[config.mk]
export PLATFORM = sky130hd
export DESIGN_NAME = vpw_protocol_handler
export DESIGN_NICKNAME = d
export VERILOG_FILES = /design/src/verilog/vpw_pkg.sv /design/src/verilog/vpw_protocol_handler.sv
export VERILOG_INCLUDE_DIRS = /design/src /design/src/verilog
export SDC_FILE = /design/constraint.sdc
export NUM_CORES = 1
export LEC_CHECK = 0
export BUFFER_PORTS_ARGS = -buffer_cell sky130_fd_sc_hd__buf_2
export CAP_MARGIN = 10
export CORE_UTILIZATION = 63
export CTS_CLUSTER_DIAMETER = 200
export CTS_CLUSTER_SIZE = 20
export DETAILED_ROUTE_END_ITERATION = 16
export HOLD_SLACK_MARGIN = 0.1
export PLACE_DENSITY = 0.92
export SLEW_MARGIN = 20
export SYNTH_ARGS = -nofsm -noshare
export SYNTH_HDL_FRONTEND = slang
export SYNTH_SLANG_ARGS = --single-unit
[constraint.sdc]
create_clock -name pclk -period 7.86 [get_ports pclk]
set_input_delay 2.358 -clock pclk [delete_from_list [all_inputs] [get_ports pclk]]
set_output_delay 2.358 -clock pclk [all_outputs]
set_load 0.05 [all_outputs]
[src/verilog/vpw_defs.svh]
`ifndef VPW_DEFS_SVH
`define VPW_DEFS_SVH
// Bus clock and the 1 us symbol tick
`define VPW_CLK_MHZ 25
`define VPW_TICK_US 1
`define VPW_TICK_CYCLES (`VPW_CLK_MHZ * `VPW_TICK_US)
// Register byte offsets
`define VPW_OFF_CTRL1 8'h00
`define VPW_OFF_CTRL2 8'h04
`define VPW_OFF_STATE 8'h08
`define VPW_OFF_DATA 8'h0C
`define VPW_OFF_FLAGS 8'h10
// Field positions
`define VPW_C1_IE 0
`define VPW_C2_LOOP 0
`define VPW_C2_FAST 1
`define VPW_FL_RXB 0
`define VPW_FL_TXE 1
// Reset values
`define VPW_IE_RST 1'h0
`define VPW_LOOP_RST 1'h0
`define VPW_FAST_RST 1'h0
// State vector codes
`define VPW_CODE_NONE 8'h00
`define VPW_CODE_TXE 8'h0A
`define VPW_CODE_RXB 8'h0C
`define VPW_CODE_LOA 8'h14
`define VPW_CODE_CRC 8'h18
`define VPW_CODE_INV 8'h1C
// CRC preset and good residue
`define VPW_CRC_PRESET 8'hFF
`define VPW_CRC_POLY 8'h1D
`define VPW_CRC_GOOD 8'hC4
// Receive limits in us ticks, normal speed
`define VPW_T_INV 9'h022
`define VPW_T_SHORT 9'h060
`define VPW_T_LONG 9'h0A3
`define VPW_T_SOF 9'h0EF
`define VPW_T_IDLE 9'h12C
// Receive limits in us ticks, fourfold speed
`define VPW_F_INV 9'h009
`define VPW_F_SHORT 9'h018
`define VPW_F_LONG 9'h029
`define VPW_F_SOF 9'h03C
// Transmit symbol lengths in us ticks
`define VPW_TX_SHORT 9'h040
`define VPW_TX_LONG 9'h080
`define VPW_TX_SOF 9'h0C8
`define VPW_TX_ECHO 9'h010
`endif

[src/verilog/vpw_pkg.sv]
package vpw_pkg;
   // Pending state vector events
   typedef struct packed {
      logic loa;
      logic inv;
      logic crc;
      logic rxb;
      logic txe;
   } vpw_evt_t;
   // Transmit sequencer
   typedef enum logic [1:0] {TX_IDLE, TX_SOF, TX_BITS, TX_EOD} vpw_tx_state_t;
   // Receive framer
   typedef enum logic [1:0] {RX_WAIT_IDLE, RX_WAIT_SOF, RX_FRAME} vpw_rx_state_t;
endpackage

[src/verilog/vpw_protocol_handler.sv]
// Function
// - Frame, arbitrate, generate and check CRC, detect errors on every frame.
// - Full received byte goes to holding buffer, flag set, interrupt if enabled.
// - Finished transmit byte reloads from holding buffer, then empty flag sets.
// - Loopback selector feeds receive path from transmit pin or receive pin.
// - Never transmit at fourfold speed; receive it when fast enable is set.
// - Fourfold traffic is ignored as noise while fast enable is clear.
// - Receive frames of any byte count framed by SOF, CRC and EOD.
// - No maximum transmit length; frame runs while software supplies bytes.
// - Own frame with invalid bits or misplaced framing stops, code 1C, interrupt.
// - After data and CRC, residue other than C4 flags code 18.
// - Invalid received symbol gives 1C; while transmitting 14 first, 1C queued.
// - EOD or EOF off byte boundary, or active during own EOD, gives 1C.
// - Bus held active: wait for passive, start nothing while short lasts.
// - Bus held passive: started frame fails, code 1C, abort, await new command.
// - After a temporary fault clears, operation resumes without reset.
// - Break gives 1C, cleared by state read; then wait idle, then SOF (code flags 1C only for a break inside a frame).
// - Break symbols are only received, never generated.
// - After a CRC error discard the frame and wait for next SOF.
// - Noise giving invalid bits in own frame aborts it and flags 1C.
// - Dominant bit read back where recessive was sent loses arbitration at once.
// - Loss on eighth bit of a data byte appends up to two arbitrated ones bits.
// - Passive longer than idle threshold is idle; pending frame may start.
//
// Our own choices: the APB interface to the registers and the register offsets.
`timescale 1ns/1ps
`include "vpw_defs.svh"
module vpw_protocol_handler
   import vpw_pkg::*;
#(
   parameter int CLK_DIV = `VPW_TICK_CYCLES
) (
   input wire logic pclk,
   input wire logic presetn,
   input wire logic psel,
   input wire logic penable,
   input wire logic pwrite,
   input wire logic [7:0] paddr,
   input wire logic [31:0] pwdata,
   output logic [31:0] prdata,
   output logic pready,
   output logic pslverr,
   input wire logic bus_receive_pin,
   output logic bus_transmit_pin,
   output logic irq
);
   // Divider must fit its counter and leave room for assertions
   if (CLK_DIV < 10 || CLK_DIV > 255) begin : g_bad_div
      $error("CLK_DIV out of range");
   end

   // One-bit step of the bus CRC, MSB first
   function automatic logic [7:0] crc_step(input logic [7:0] c, input logic b);
      crc_step = {c[6:0], 1'h0} ^ ((c[7] ^ b) ? `VPW_CRC_POLY : 8'h00);
   endfunction

   logic [7:0] tick_cnt_reg;
   logic tick_reg;
   logic [31:0] prdata_reg;
   logic pready_reg;
   logic pslverr_reg;
   logic irq_reg;
   logic irq_en_reg;
   logic loop_reg;
   logic fast_reg;
   vpw_evt_t pend_reg;
   vpw_evt_t rx_evt_reg;
   vpw_evt_t tx_evt_reg;
   logic rx_meta_reg;
   logic rx_sync_reg;
   logic rxd_q;
   logic [8:0] rx_cnt_reg;
   vpw_rx_state_t rx_state;
   logic rx_fast_reg;
   logic [7:0] rx_shift_reg;
   logic [7:0] rx_crc_reg;
   logic [2:0] rx_bitcnt_reg;
   logic [7:0] rx_buf_reg;
   vpw_tx_state_t tx_state;
   logic tx_pin_reg;
   logic [7:0] tx_buf_reg;
   logic tx_full_reg;
   logic [7:0] tx_shift_reg;
   logic [7:0] tx_crc_reg;
   logic [2:0] tx_bitcnt_reg;
   logic tx_crc_sent_reg;
   logic [1:0] tx_extra_reg;
   logic [8:0] tx_cnt_reg;

   assign prdata = prdata_reg;
   assign pready = pready_reg;
   assign pslverr = pslverr_reg;
   assign irq = irq_reg;
   assign bus_transmit_pin = tx_pin_reg;

   // Symbol tick divider, one pulse per microsecond
   always_ff @(posedge pclk or negedge presetn) begin
      if (!presetn) begin
         tick_cnt_reg <= 8'h00;
         tick_reg <= 1'h0;
      end else begin
         tick_reg <= (tick_cnt_reg == 8'(CLK_DIV - 1));
         tick_cnt_reg <= (tick_cnt_reg == 8'(CLK_DIV - 1)) ? 8'h00 : tick_cnt_reg + 8'h01;
      end
   end

   // APB decode
   wire setup = psel & ~penable;
   wire wr = psel & penable & pready_reg & pwrite;
   wire rd = psel & penable & pready_reg & ~pwrite;
   wire a_c1 = (paddr == `VPW_OFF_CTRL1);
   wire a_c2 = (paddr == `VPW_OFF_CTRL2);
   wire a_sv = (paddr == `VPW_OFF_STATE);
   wire a_dt = (paddr == `VPW_OFF_DATA);
   wire a_fl = (paddr == `VPW_OFF_FLAGS);
   wire mapped = a_c1 | a_c2 | a_sv | a_dt | a_fl;

   // State vector, highest pending source first; loss ahead of invalid
   wire [7:0] sv_code = pend_reg.loa ? `VPW_CODE_LOA :
                        pend_reg.inv ? `VPW_CODE_INV :
                        pend_reg.crc ? `VPW_CODE_CRC :
                        pend_reg.rxb ? `VPW_CODE_RXB :
                        pend_reg.txe ? `VPW_CODE_TXE : `VPW_CODE_NONE;

   // Read data selection
   wire [31:0] rd_data = a_c1 ? {31'h0, irq_en_reg} :
                         a_c2 ? {30'h0, fast_reg, loop_reg} :
                         a_sv ? {24'h0, sv_code} :
                         a_dt ? {24'h0, rx_buf_reg} :
                         a_fl ? {30'h0, pend_reg.txe, pend_reg.rxb} : 32'h0;

   // Read answer captured in setup, stands through access
   always_ff @(posedge pclk or negedge presetn) begin
      if (!presetn) begin
         prdata_reg <= 32'h0;
         pslverr_reg <= 1'h0;
         pready_reg <= 1'h0;
      end else begin
         pready_reg <= 1'h1;
         if (setup) begin
            prdata_reg <= pwrite ? 32'h0 : rd_data;
            pslverr_reg <= ~mapped;
         end
      end
   end

   // Control bits
   always_ff @(posedge pclk or negedge presetn) begin
      if (!presetn) begin
         irq_en_reg <= `VPW_IE_RST;
         loop_reg <= `VPW_LOOP_RST;
         fast_reg <= `VPW_FAST_RST;
      end else if (wr && a_c1) begin
         irq_en_reg <= pwdata[`VPW_C1_IE];
      end else if (wr && a_c2) begin
         loop_reg <= pwdata[`VPW_C2_LOOP];
         fast_reg <= pwdata[`VPW_C2_FAST];
      end
   end

   // Clears from reads and writes; the reported code is the captured one
   wire sv_rd = rd & a_sv;
   vpw_evt_t pend_clr;
   vpw_evt_t pend_set;
   assign pend_clr.loa = sv_rd & (prdata_reg[7:0] == `VPW_CODE_LOA);
   assign pend_clr.inv = sv_rd & (prdata_reg[7:0] == `VPW_CODE_INV);
   assign pend_clr.crc = sv_rd & (prdata_reg[7:0] == `VPW_CODE_CRC);
   assign pend_clr.rxb = (sv_rd & (prdata_reg[7:0] == `VPW_CODE_RXB)) | (rd & a_dt);
   assign pend_clr.txe = (sv_rd & (prdata_reg[7:0] == `VPW_CODE_TXE)) | (wr & a_dt);
   assign pend_set = rx_evt_reg | tx_evt_reg;

   // Pending events, a set wins over a clear
   always_ff @(posedge pclk or negedge presetn) begin
      if (!presetn) begin
         pend_reg <= 5'b00001;
         irq_reg <= 1'h0;
      end else begin
         pend_reg <= vpw_evt_t'((pend_reg & ~pend_clr) | pend_set);
         irq_reg <= irq_en_reg & (|pend_reg);
      end
   end

   // Receive pin synchroniser
   always_ff @(posedge pclk or negedge presetn) begin
      if (!presetn) begin
         rx_meta_reg <= 1'h0;
         rx_sync_reg <= 1'h0;
      end else begin
         rx_meta_reg <= bus_receive_pin;
         rx_sync_reg <= rx_meta_reg;
      end
   end

   // Loopback selector
   wire rxd_w = loop_reg ? tx_pin_reg : rx_sync_reg;

   // Receive symbol classification
   wire rx_edge = (rxd_w != rxd_q);
   wire [8:0] t_inv = rx_fast_reg ? `VPW_F_INV : `VPW_T_INV;
   wire [8:0] t_short = rx_fast_reg ? `VPW_F_SHORT : `VPW_T_SHORT;
   wire [8:0] t_long = rx_fast_reg ? `VPW_F_LONG : `VPW_T_LONG;
   wire d_inv = (rx_cnt_reg < t_inv);
   wire d_short = (rx_cnt_reg < t_short);
   wire d_long = (rx_cnt_reg < t_long);
   wire rx_bit = d_short ? rxd_q : ~rxd_q;
   wire brk = rxd_q & (rx_cnt_reg >= `VPW_T_SOF);
   wire sof_1x = (rx_cnt_reg >= `VPW_T_LONG) && (rx_cnt_reg < `VPW_T_SOF);
   wire sof_4x = fast_reg && (rx_cnt_reg >= `VPW_F_LONG) && (rx_cnt_reg < `VPW_F_SOF);
   wire noise_ok = !rx_fast_reg && !fast_reg && (rx_cnt_reg >= `VPW_F_INV);
   wire eod_hit = (rx_state == RX_FRAME) && !rxd_q && !rx_edge && !d_long;
   wire bus_idle = !rxd_q && (rx_cnt_reg >= `VPW_T_IDLE);
   wire tx_busy = (tx_state != TX_IDLE);
   wire [7:0] rx_crc_n = crc_step(rx_crc_reg, rx_bit);

   // Receive framer
   always_ff @(posedge pclk or negedge presetn) begin
      if (!presetn) begin
         rxd_q <= 1'h0;
         rx_cnt_reg <= 9'h000;
         rx_state <= RX_WAIT_IDLE;
         rx_fast_reg <= 1'h0;
         rx_shift_reg <= 8'h00;
         rx_crc_reg <= `VPW_CRC_PRESET;
         rx_bitcnt_reg <= 3'h0;
         rx_buf_reg <= 8'h00;
         rx_evt_reg <= '0;
      end else begin
         rx_evt_reg <= '0;
         rxd_q <= rxd_w;
         if (rx_edge) begin
            rx_cnt_reg <= 9'h000;
         end else if (tick_reg && rx_cnt_reg != 9'h1FF) begin
            rx_cnt_reg <= rx_cnt_reg + 9'h001;
         end
         case (rx_state)
            RX_WAIT_IDLE: begin
               if (bus_idle) begin
                  rx_state <= RX_WAIT_SOF;
               end
            end
            RX_WAIT_SOF: begin
               if (rx_edge && rxd_q && (sof_1x || sof_4x)) begin
                  rx_state <= RX_FRAME;
                  rx_fast_reg <= !sof_1x;
                  rx_crc_reg <= `VPW_CRC_PRESET;
                  rx_bitcnt_reg <= 3'h0;
               end else if (rx_edge && brk) begin
                  rx_state <= RX_WAIT_IDLE;
               end
            end
            default: begin
               if (eod_hit) begin
                  // End of data: boundary, then residue; frame is dropped
                  rx_state <= RX_WAIT_SOF;
                  rx_fast_reg <= 1'h0;
                  rx_evt_reg.inv <= (rx_bitcnt_reg != 3'h0);
                  rx_evt_reg.crc <= (rx_bitcnt_reg == 3'h0) && (rx_crc_reg != `VPW_CRC_GOOD);
               end else if (rx_edge && brk) begin
                  rx_state <= RX_WAIT_IDLE;
                  rx_evt_reg.inv <= 1'h1;
                  rx_evt_reg.loa <= tx_busy;
               end else if (rx_edge && d_inv && noise_ok && !tx_busy) begin
                  rx_state <= RX_WAIT_SOF;
                  rx_fast_reg <= 1'h0;
               end else if (rx_edge && (d_inv || !d_long)) begin
                  rx_state <= RX_WAIT_SOF;
                  rx_fast_reg <= 1'h0;
                  rx_evt_reg.inv <= 1'h1;
                  rx_evt_reg.loa <= tx_busy;
               end else if (rx_edge) begin
                  // Data bit; no byte limit within a frame
                  rx_shift_reg <= {rx_shift_reg[6:0], rx_bit};
                  rx_crc_reg <= rx_crc_n;
                  rx_bitcnt_reg <= rx_bitcnt_reg + 3'h1;
                  if (rx_bitcnt_reg == 3'h7) begin
                     rx_buf_reg <= {rx_shift_reg[6:0], rx_bit};
                     rx_evt_reg.rxb <= 1'h1;
                  end
               end
            end
         endcase
      end
   end

   // Transmit symbol timing, normal speed only
   wire tx_bit = tx_shift_reg[7];
   wire [8:0] tx_dur = (tx_state != TX_BITS) ? `VPW_TX_SOF :
                       (tx_pin_reg ^ tx_bit) ? `VPW_TX_LONG : `VPW_TX_SHORT;
   wire tx_end = (tx_cnt_reg + 9'h001) >= tx_dur;
   wire echo_late = (tx_cnt_reg > `VPW_TX_ECHO);
   wire stuck_low = tx_pin_reg && !rxd_q && echo_late;
   wire tx_hit = !tx_pin_reg && rxd_q && echo_late;
   wire [7:0] tx_crc_n = crc_step(tx_crc_reg, tx_bit);

   // Transmit decisions
   wire tx_start = !tx_busy && tx_full_reg && bus_idle && (rx_state != RX_FRAME);
   wire tx_err_inv = tick_reg && tx_busy && (stuck_low ||
                     (tx_hit && (tx_state == TX_EOD || !tx_bit)));
   wire tx_loss = tick_reg && tx_hit && !stuck_low && (tx_state == TX_BITS) && tx_bit;
   wire tx_append = tx_loss && (tx_bitcnt_reg == 3'h7) && (tx_extra_reg == 2'h0) && !tx_crc_sent_reg;
   wire tx_fin = tick_reg && tx_end && !tx_hit && !stuck_low &&
                 (tx_state == TX_EOD || (tx_state == TX_BITS && tx_extra_reg == 2'h1));
   wire tx_stop = tx_busy && (rx_evt_reg.inv || tx_err_inv || (tx_loss && !tx_append) || tx_fin);

   // Transmit sequencer with holding buffer
   always_ff @(posedge pclk or negedge presetn) begin
      if (!presetn) begin
         tx_state <= TX_IDLE;
         tx_pin_reg <= 1'h0;
         tx_buf_reg <= 8'h00;
         tx_full_reg <= 1'h0;
         tx_shift_reg <= 8'h00;
         tx_crc_reg <= `VPW_CRC_PRESET;
         tx_bitcnt_reg <= 3'h0;
         tx_crc_sent_reg <= 1'h0;
         tx_extra_reg <= 2'h0;
         tx_cnt_reg <= 9'h000;
         tx_evt_reg <= '0;
      end else begin
         tx_evt_reg <= '0;
         if (tx_start) begin
            tx_state <= TX_SOF;
            tx_pin_reg <= 1'h1;
            tx_shift_reg <= tx_buf_reg;
            tx_full_reg <= 1'h0;
            tx_evt_reg.txe <= 1'h1;
            tx_crc_reg <= `VPW_CRC_PRESET;
            tx_bitcnt_reg <= 3'h0;
            tx_crc_sent_reg <= 1'h0;
            tx_extra_reg <= 2'h0;
            tx_cnt_reg <= 9'h000;
         end else if (tx_stop) begin
            // Abort or normal end; a fresh write is needed to start again
            tx_state <= TX_IDLE;
            tx_pin_reg <= 1'h0;
            tx_full_reg <= 1'h0;
            tx_evt_reg.inv <= tx_err_inv;
            tx_evt_reg.loa <= tx_loss;
         end else if (tx_append) begin
            tx_extra_reg <= 2'h2;
            tx_shift_reg <= 8'hFF;
            tx_cnt_reg <= 9'h000;
            tx_evt_reg.loa <= 1'h1;
         end else if (tx_busy && tick_reg) begin
            if (!tx_end) begin
               tx_cnt_reg <= tx_cnt_reg + 9'h001;
            end else if (tx_state == TX_SOF) begin
               tx_cnt_reg <= 9'h000;
               tx_state <= TX_BITS;
               tx_pin_reg <= 1'h0;
            end else begin
               tx_cnt_reg <= 9'h000;
               tx_pin_reg <= ~tx_pin_reg;
               tx_shift_reg <= {tx_shift_reg[6:0], 1'h1};
               tx_crc_reg <= tx_crc_n;
               if (tx_extra_reg != 2'h0) begin
                  tx_extra_reg <= tx_extra_reg - 2'h1;
               end else begin
                  tx_bitcnt_reg <= tx_bitcnt_reg + 3'h1;
               end
               if (tx_extra_reg == 2'h0 && tx_bitcnt_reg == 3'h7) begin
                  if (tx_crc_sent_reg) begin
                     tx_state <= TX_EOD;
                  end else if (tx_full_reg) begin
                     tx_shift_reg <= tx_buf_reg;
                     tx_full_reg <= 1'h0;
                     tx_evt_reg.txe <= 1'h1;
                  end else begin
                     tx_shift_reg <= ~tx_crc_n;
                     tx_crc_sent_reg <= 1'h1;
                  end
               end
            end
         end
         if (wr && a_dt) begin
            tx_buf_reg <= pwdata[7:0];
            tx_full_reg <= 1'h1;
         end
      end
   end
endmodule

==> impl_metrics.sql <==
INSERT INTO impl_metrics (metric_group, metric, value, unit) VALUES
('setup_path', 'r2r_depth', '9', ''),
('placement', 'portBuffers', '33', ''),
('timing', 'rsz0062_at_grt', 'no', ''),
('synth', 'synth_warnings', '0', ''),
('synth', 'post-synth-top-area-cell', 'dfrtp_1', ''),
('clock_tree', 'max-clock-path-buffers', '2', ''),
('setup_path', 'cpPeakStageDelay', '0.48', 'ns'),
('hold_path', 'min_from', 'rx_meta_reg$_DFF_PN0_', ''),
('hold_path', 'holdCritPathClass', 'reg2reg', ''),
('synth', 'synthDominantCellAreaShare', '37.9', '%'),
('floorplan', 'floorplan.initialDensity', '65.2', '%'),
('setup_path', 'critical_path_arrival', '4.38', 'ns'),
('setup_path', 'critical_path.max_fanout', '8', ''),
('outcome', 'status', 'complete, no violations', ''),
('clock_tree', 'insertion_delay', '0.53', 'ns'),
('setup_path', 'critical_path_required', '8.28', 'ns'),
('layout', 'number_of_cells_in_the_finished_layout_apart_from_fillers', '838', ''),
('timing', 'maxClockFrequency', '253', 'MHz'),
('timing', 'worstMarginPinSlew', '1.08', 'ns'),
('pwr', 'power.ir.vdd_worst', '0.000135', 'V'),
('clock_tree', 'total_cts_buffers', '17', ''),
('job', 'max_cap_viols', '0', ''),
('placement', 'placed_cell_area', '6860', 'um^2'),
('setup_path', 'regToRegStartpoint', 'tx_extra_reg[0]$_DFFE_PN0P_', ''),
('layout', 'area.growth.synth_to_final', '10.3', '%'),
('floorplan', 'io_pins', '82', ''),
('timing', 'finalCritPeriodShare', '50.4', '%'),
('clock_tree', 'cts_tree', 'yes', ''),
('pwr', 'power_per_cell_area', '192', 'nW/um^2'),
('clock_tree', 'cts_hold_buffers', '0', ''),
('synth', 'synth_instances', '663', ''),
('setup_path', 'critPathCaptureType', 'flip-flop', ''),
('synth', 'post_synth_instance_area', '6730', 'um^2'),
('setup_path', 'cell_type_of_the_slowest_stage_on_the_worst_timing_path', 'nor2_1', ''),
('setup_path', 'r2r-end', 'tx_shift_reg[5]$_DFFE_PN0P_', ''),
('synth', 'synth_enable_flop_cells', '0', ''),
('detailed_routing', 'drt_wl_total', '15.7', 'mm'),
('grt', 'grt_antenna_before_repair', '0', ''),
('placement', 'place_hpwl', '10.2', 'mm'),
('layout', 'insertedDiodeCount', '0', ''),
('detailed_routing', 'detailroute.via_count', '5390', ''),
('synth', 'synth.lib_cells_used.distinct', '81', ''),
('detailed_routing', 'final_antenna_net_count', '0', ''),
('timing', 'post-route-min-period', '3.96', 'ns'),
('synth', 'synth_flop_cell', 'dfrtp_1', ''),
('detailed_routing', 'routed_wire_per_std_cell', '18.7', 'um'),
('timing', 'slew_headroom', '27.9', '%'),
('timing', 'setup_tns', '0', 'ns'),
('grt', 'first_global_vias', '5434', ''),
('timing', 'hold_viol', '0', ''),
('clock_tree', 'cts_resized', '0', ''),
('clock_tree', 'tritoncts_num_sinks', '119', ''),
('clock_tree', 'ctsHtreeMaxLevel', '4', ''),
('floorplan', 'die_h', '105', 'um'),
('layout', 'layout.nets', '761', ''),
('floorplan', 'horizontal_die_dimension', '105', 'um'),
('setup_path', 'setup_cp_type', 'in2reg', ''),
('synth', 'yosys_register_bits', '119', ''),
('synth', 'async_reset_ff_share', '100', '%'),
('detailed_routing', 'viasPerCell', '6.43', ''),
('floorplan', 'die_outline_area', '11100', 'um^2'),
('clock_tree', 'cts_setup_buffers', '0', ''),
('timing', 'maxSlewViolCount', '0', ''),
('grt', 'grt_start_max_net_pins', '87', ''),
('placement', 'placed_cells', '806', ''),
('detailed_routing', 'drt_pre_antenna_iters', '6', ''),
('hold_path', 'hold-path-endpoint', 'rx_sync_reg$_DFF_PN0_', ''),
('timing', 'setup_viol', '0', ''),
('synth', 'ys_top_cells_by_area', 'dfrtp_1, dfstp_2, ha_1, nand2_1, mux2_2', ''),
('layout', 'proportion_of_layout_cells_with_a_drive_suffix_above_1', '19.9', '%'),
('synth', 'yosysSeqAreaShare', '44.6', '%');
[power by group]
part	switching (W)	leakage (nW)	internal (W)	total [W]
Combinational	0.0000544	1.57	0.0000112	0.0000656
Clock	0.000287	0.274	0.000456	0.000743
Sequential	0.00000234	1.56	0.000616	0.000618
Total	0.000343	3.40	0.00108	0.00143
[per-stage QoR]
step                      setup slack [ns]  util, %  total power [W]  hold slack (ns)
after detailed placement              3.44     66.4         0.000693            0.370
after global routing                  3.70     71.9          0.00147            0.389
final                                 3.90     71.9          0.00143            0.396
after global placement                3.65     66.4         0.000691            0.370
after CTS                             3.95     71.8          0.00143            0.384
after floorplan                       3.97        -         0.000679            0.331
[worst max-delay path, delay by kind of cell]
kind | cells | cell delay (ns)
AOI/OAI and AO/OA | 1 | 0.25
buffers and inverters | 1 | 0.10
and+or+nand+nor | 5 | 1.67
[worst max-delay path by stage]
| stage | start | endpoint | slack (ns) |
|---|---|---|---|
| finish | paddr[1] | pend_reg[1]$_DFF_PN0_ | 3.90 |
| global placement | paddr[1] | pend_reg[1]$_DFF_PN0_ | 3.65 |
| detailed placement | paddr[1] | pend_reg[1]$_DFF_PN0_ | 3.44 |
| global route | paddr[1] | pend_reg[1]$_DFF_PN0_ | 3.70 |
| floorplan | paddr[1] | pend_reg[1]$_DFF_PN0_ | 3.97 |
| CTS | paddr[1] | pend_reg[1]$_DFF_PN0_ | 3.95 |
[cell families after synthesis]
kind of cell               share of synthesized area [%]
adders and majority gates                           4.84
and+or+nand+nor                                     19.2
AOI/OAI and AO/OA                                   13.9
other                                              0.112
DFF                                                 44.6
xor gates and xnor gates                            3.65
muxes                                               7.57
buffers and inverters                               6.19
[layer usage]
metal | vias to the layer above | track usage (%) | part of all wire, %
met2 | 299 | 50.5 | 50
met5 | - | 0 | 0
met1 | 2620 | 36.4 | 39
met4 | 0 | 16.6 | 4.6
li1 | 2382 | - | -
met3 | 89 | 6.99 | 6.7
[final cells by class]
class / instances / area (um^2)
Clock buffer: 19 / 432
Clock inverter: 13 / 130
Fill cell: 655 / 2900
Inverter: 26 / 97.6
Multi-Input combinational cell: 490 / 3410
Sequential cell: 119 / 3000
Tap cell: 136 / 170
Timing Repair Buffer: 35 / 186
[cell usage in the layout (no fill, tap or decap), types with 4 or more instances in the layout]
master,instances
dfrtp_1,102
nand2_1,60
nor2_1,46
buf_2,32
o21ai_0,31
inv_1,26
ha_1,26
conb_1,25
a21oi_1,23
nand3_1,20
xnor2_1,19
mux2_2,19
dfstp_2,17
clkbuf_16,16
and2_1,13
mux2_4,13
nor3_1,12
mux2i_1,10
nor2b_1,10
o211ai_1,9
xor2_1,9
nand4_1,8
nand2b_1,8
nor4_1,7
or4_1,6
a21o_1,6
clkinv_2,6
o21ai_1,5
or3_1,5
o21a_1,5
o31ai_1,5
o22ai_1,5
a31oi_1,4
a211o_1,4
and3_1,4
nand3_2,4
a22o_1,4
o22a_1,4
a2bb2oi_1,4
(Power assumes the default switching activity.)
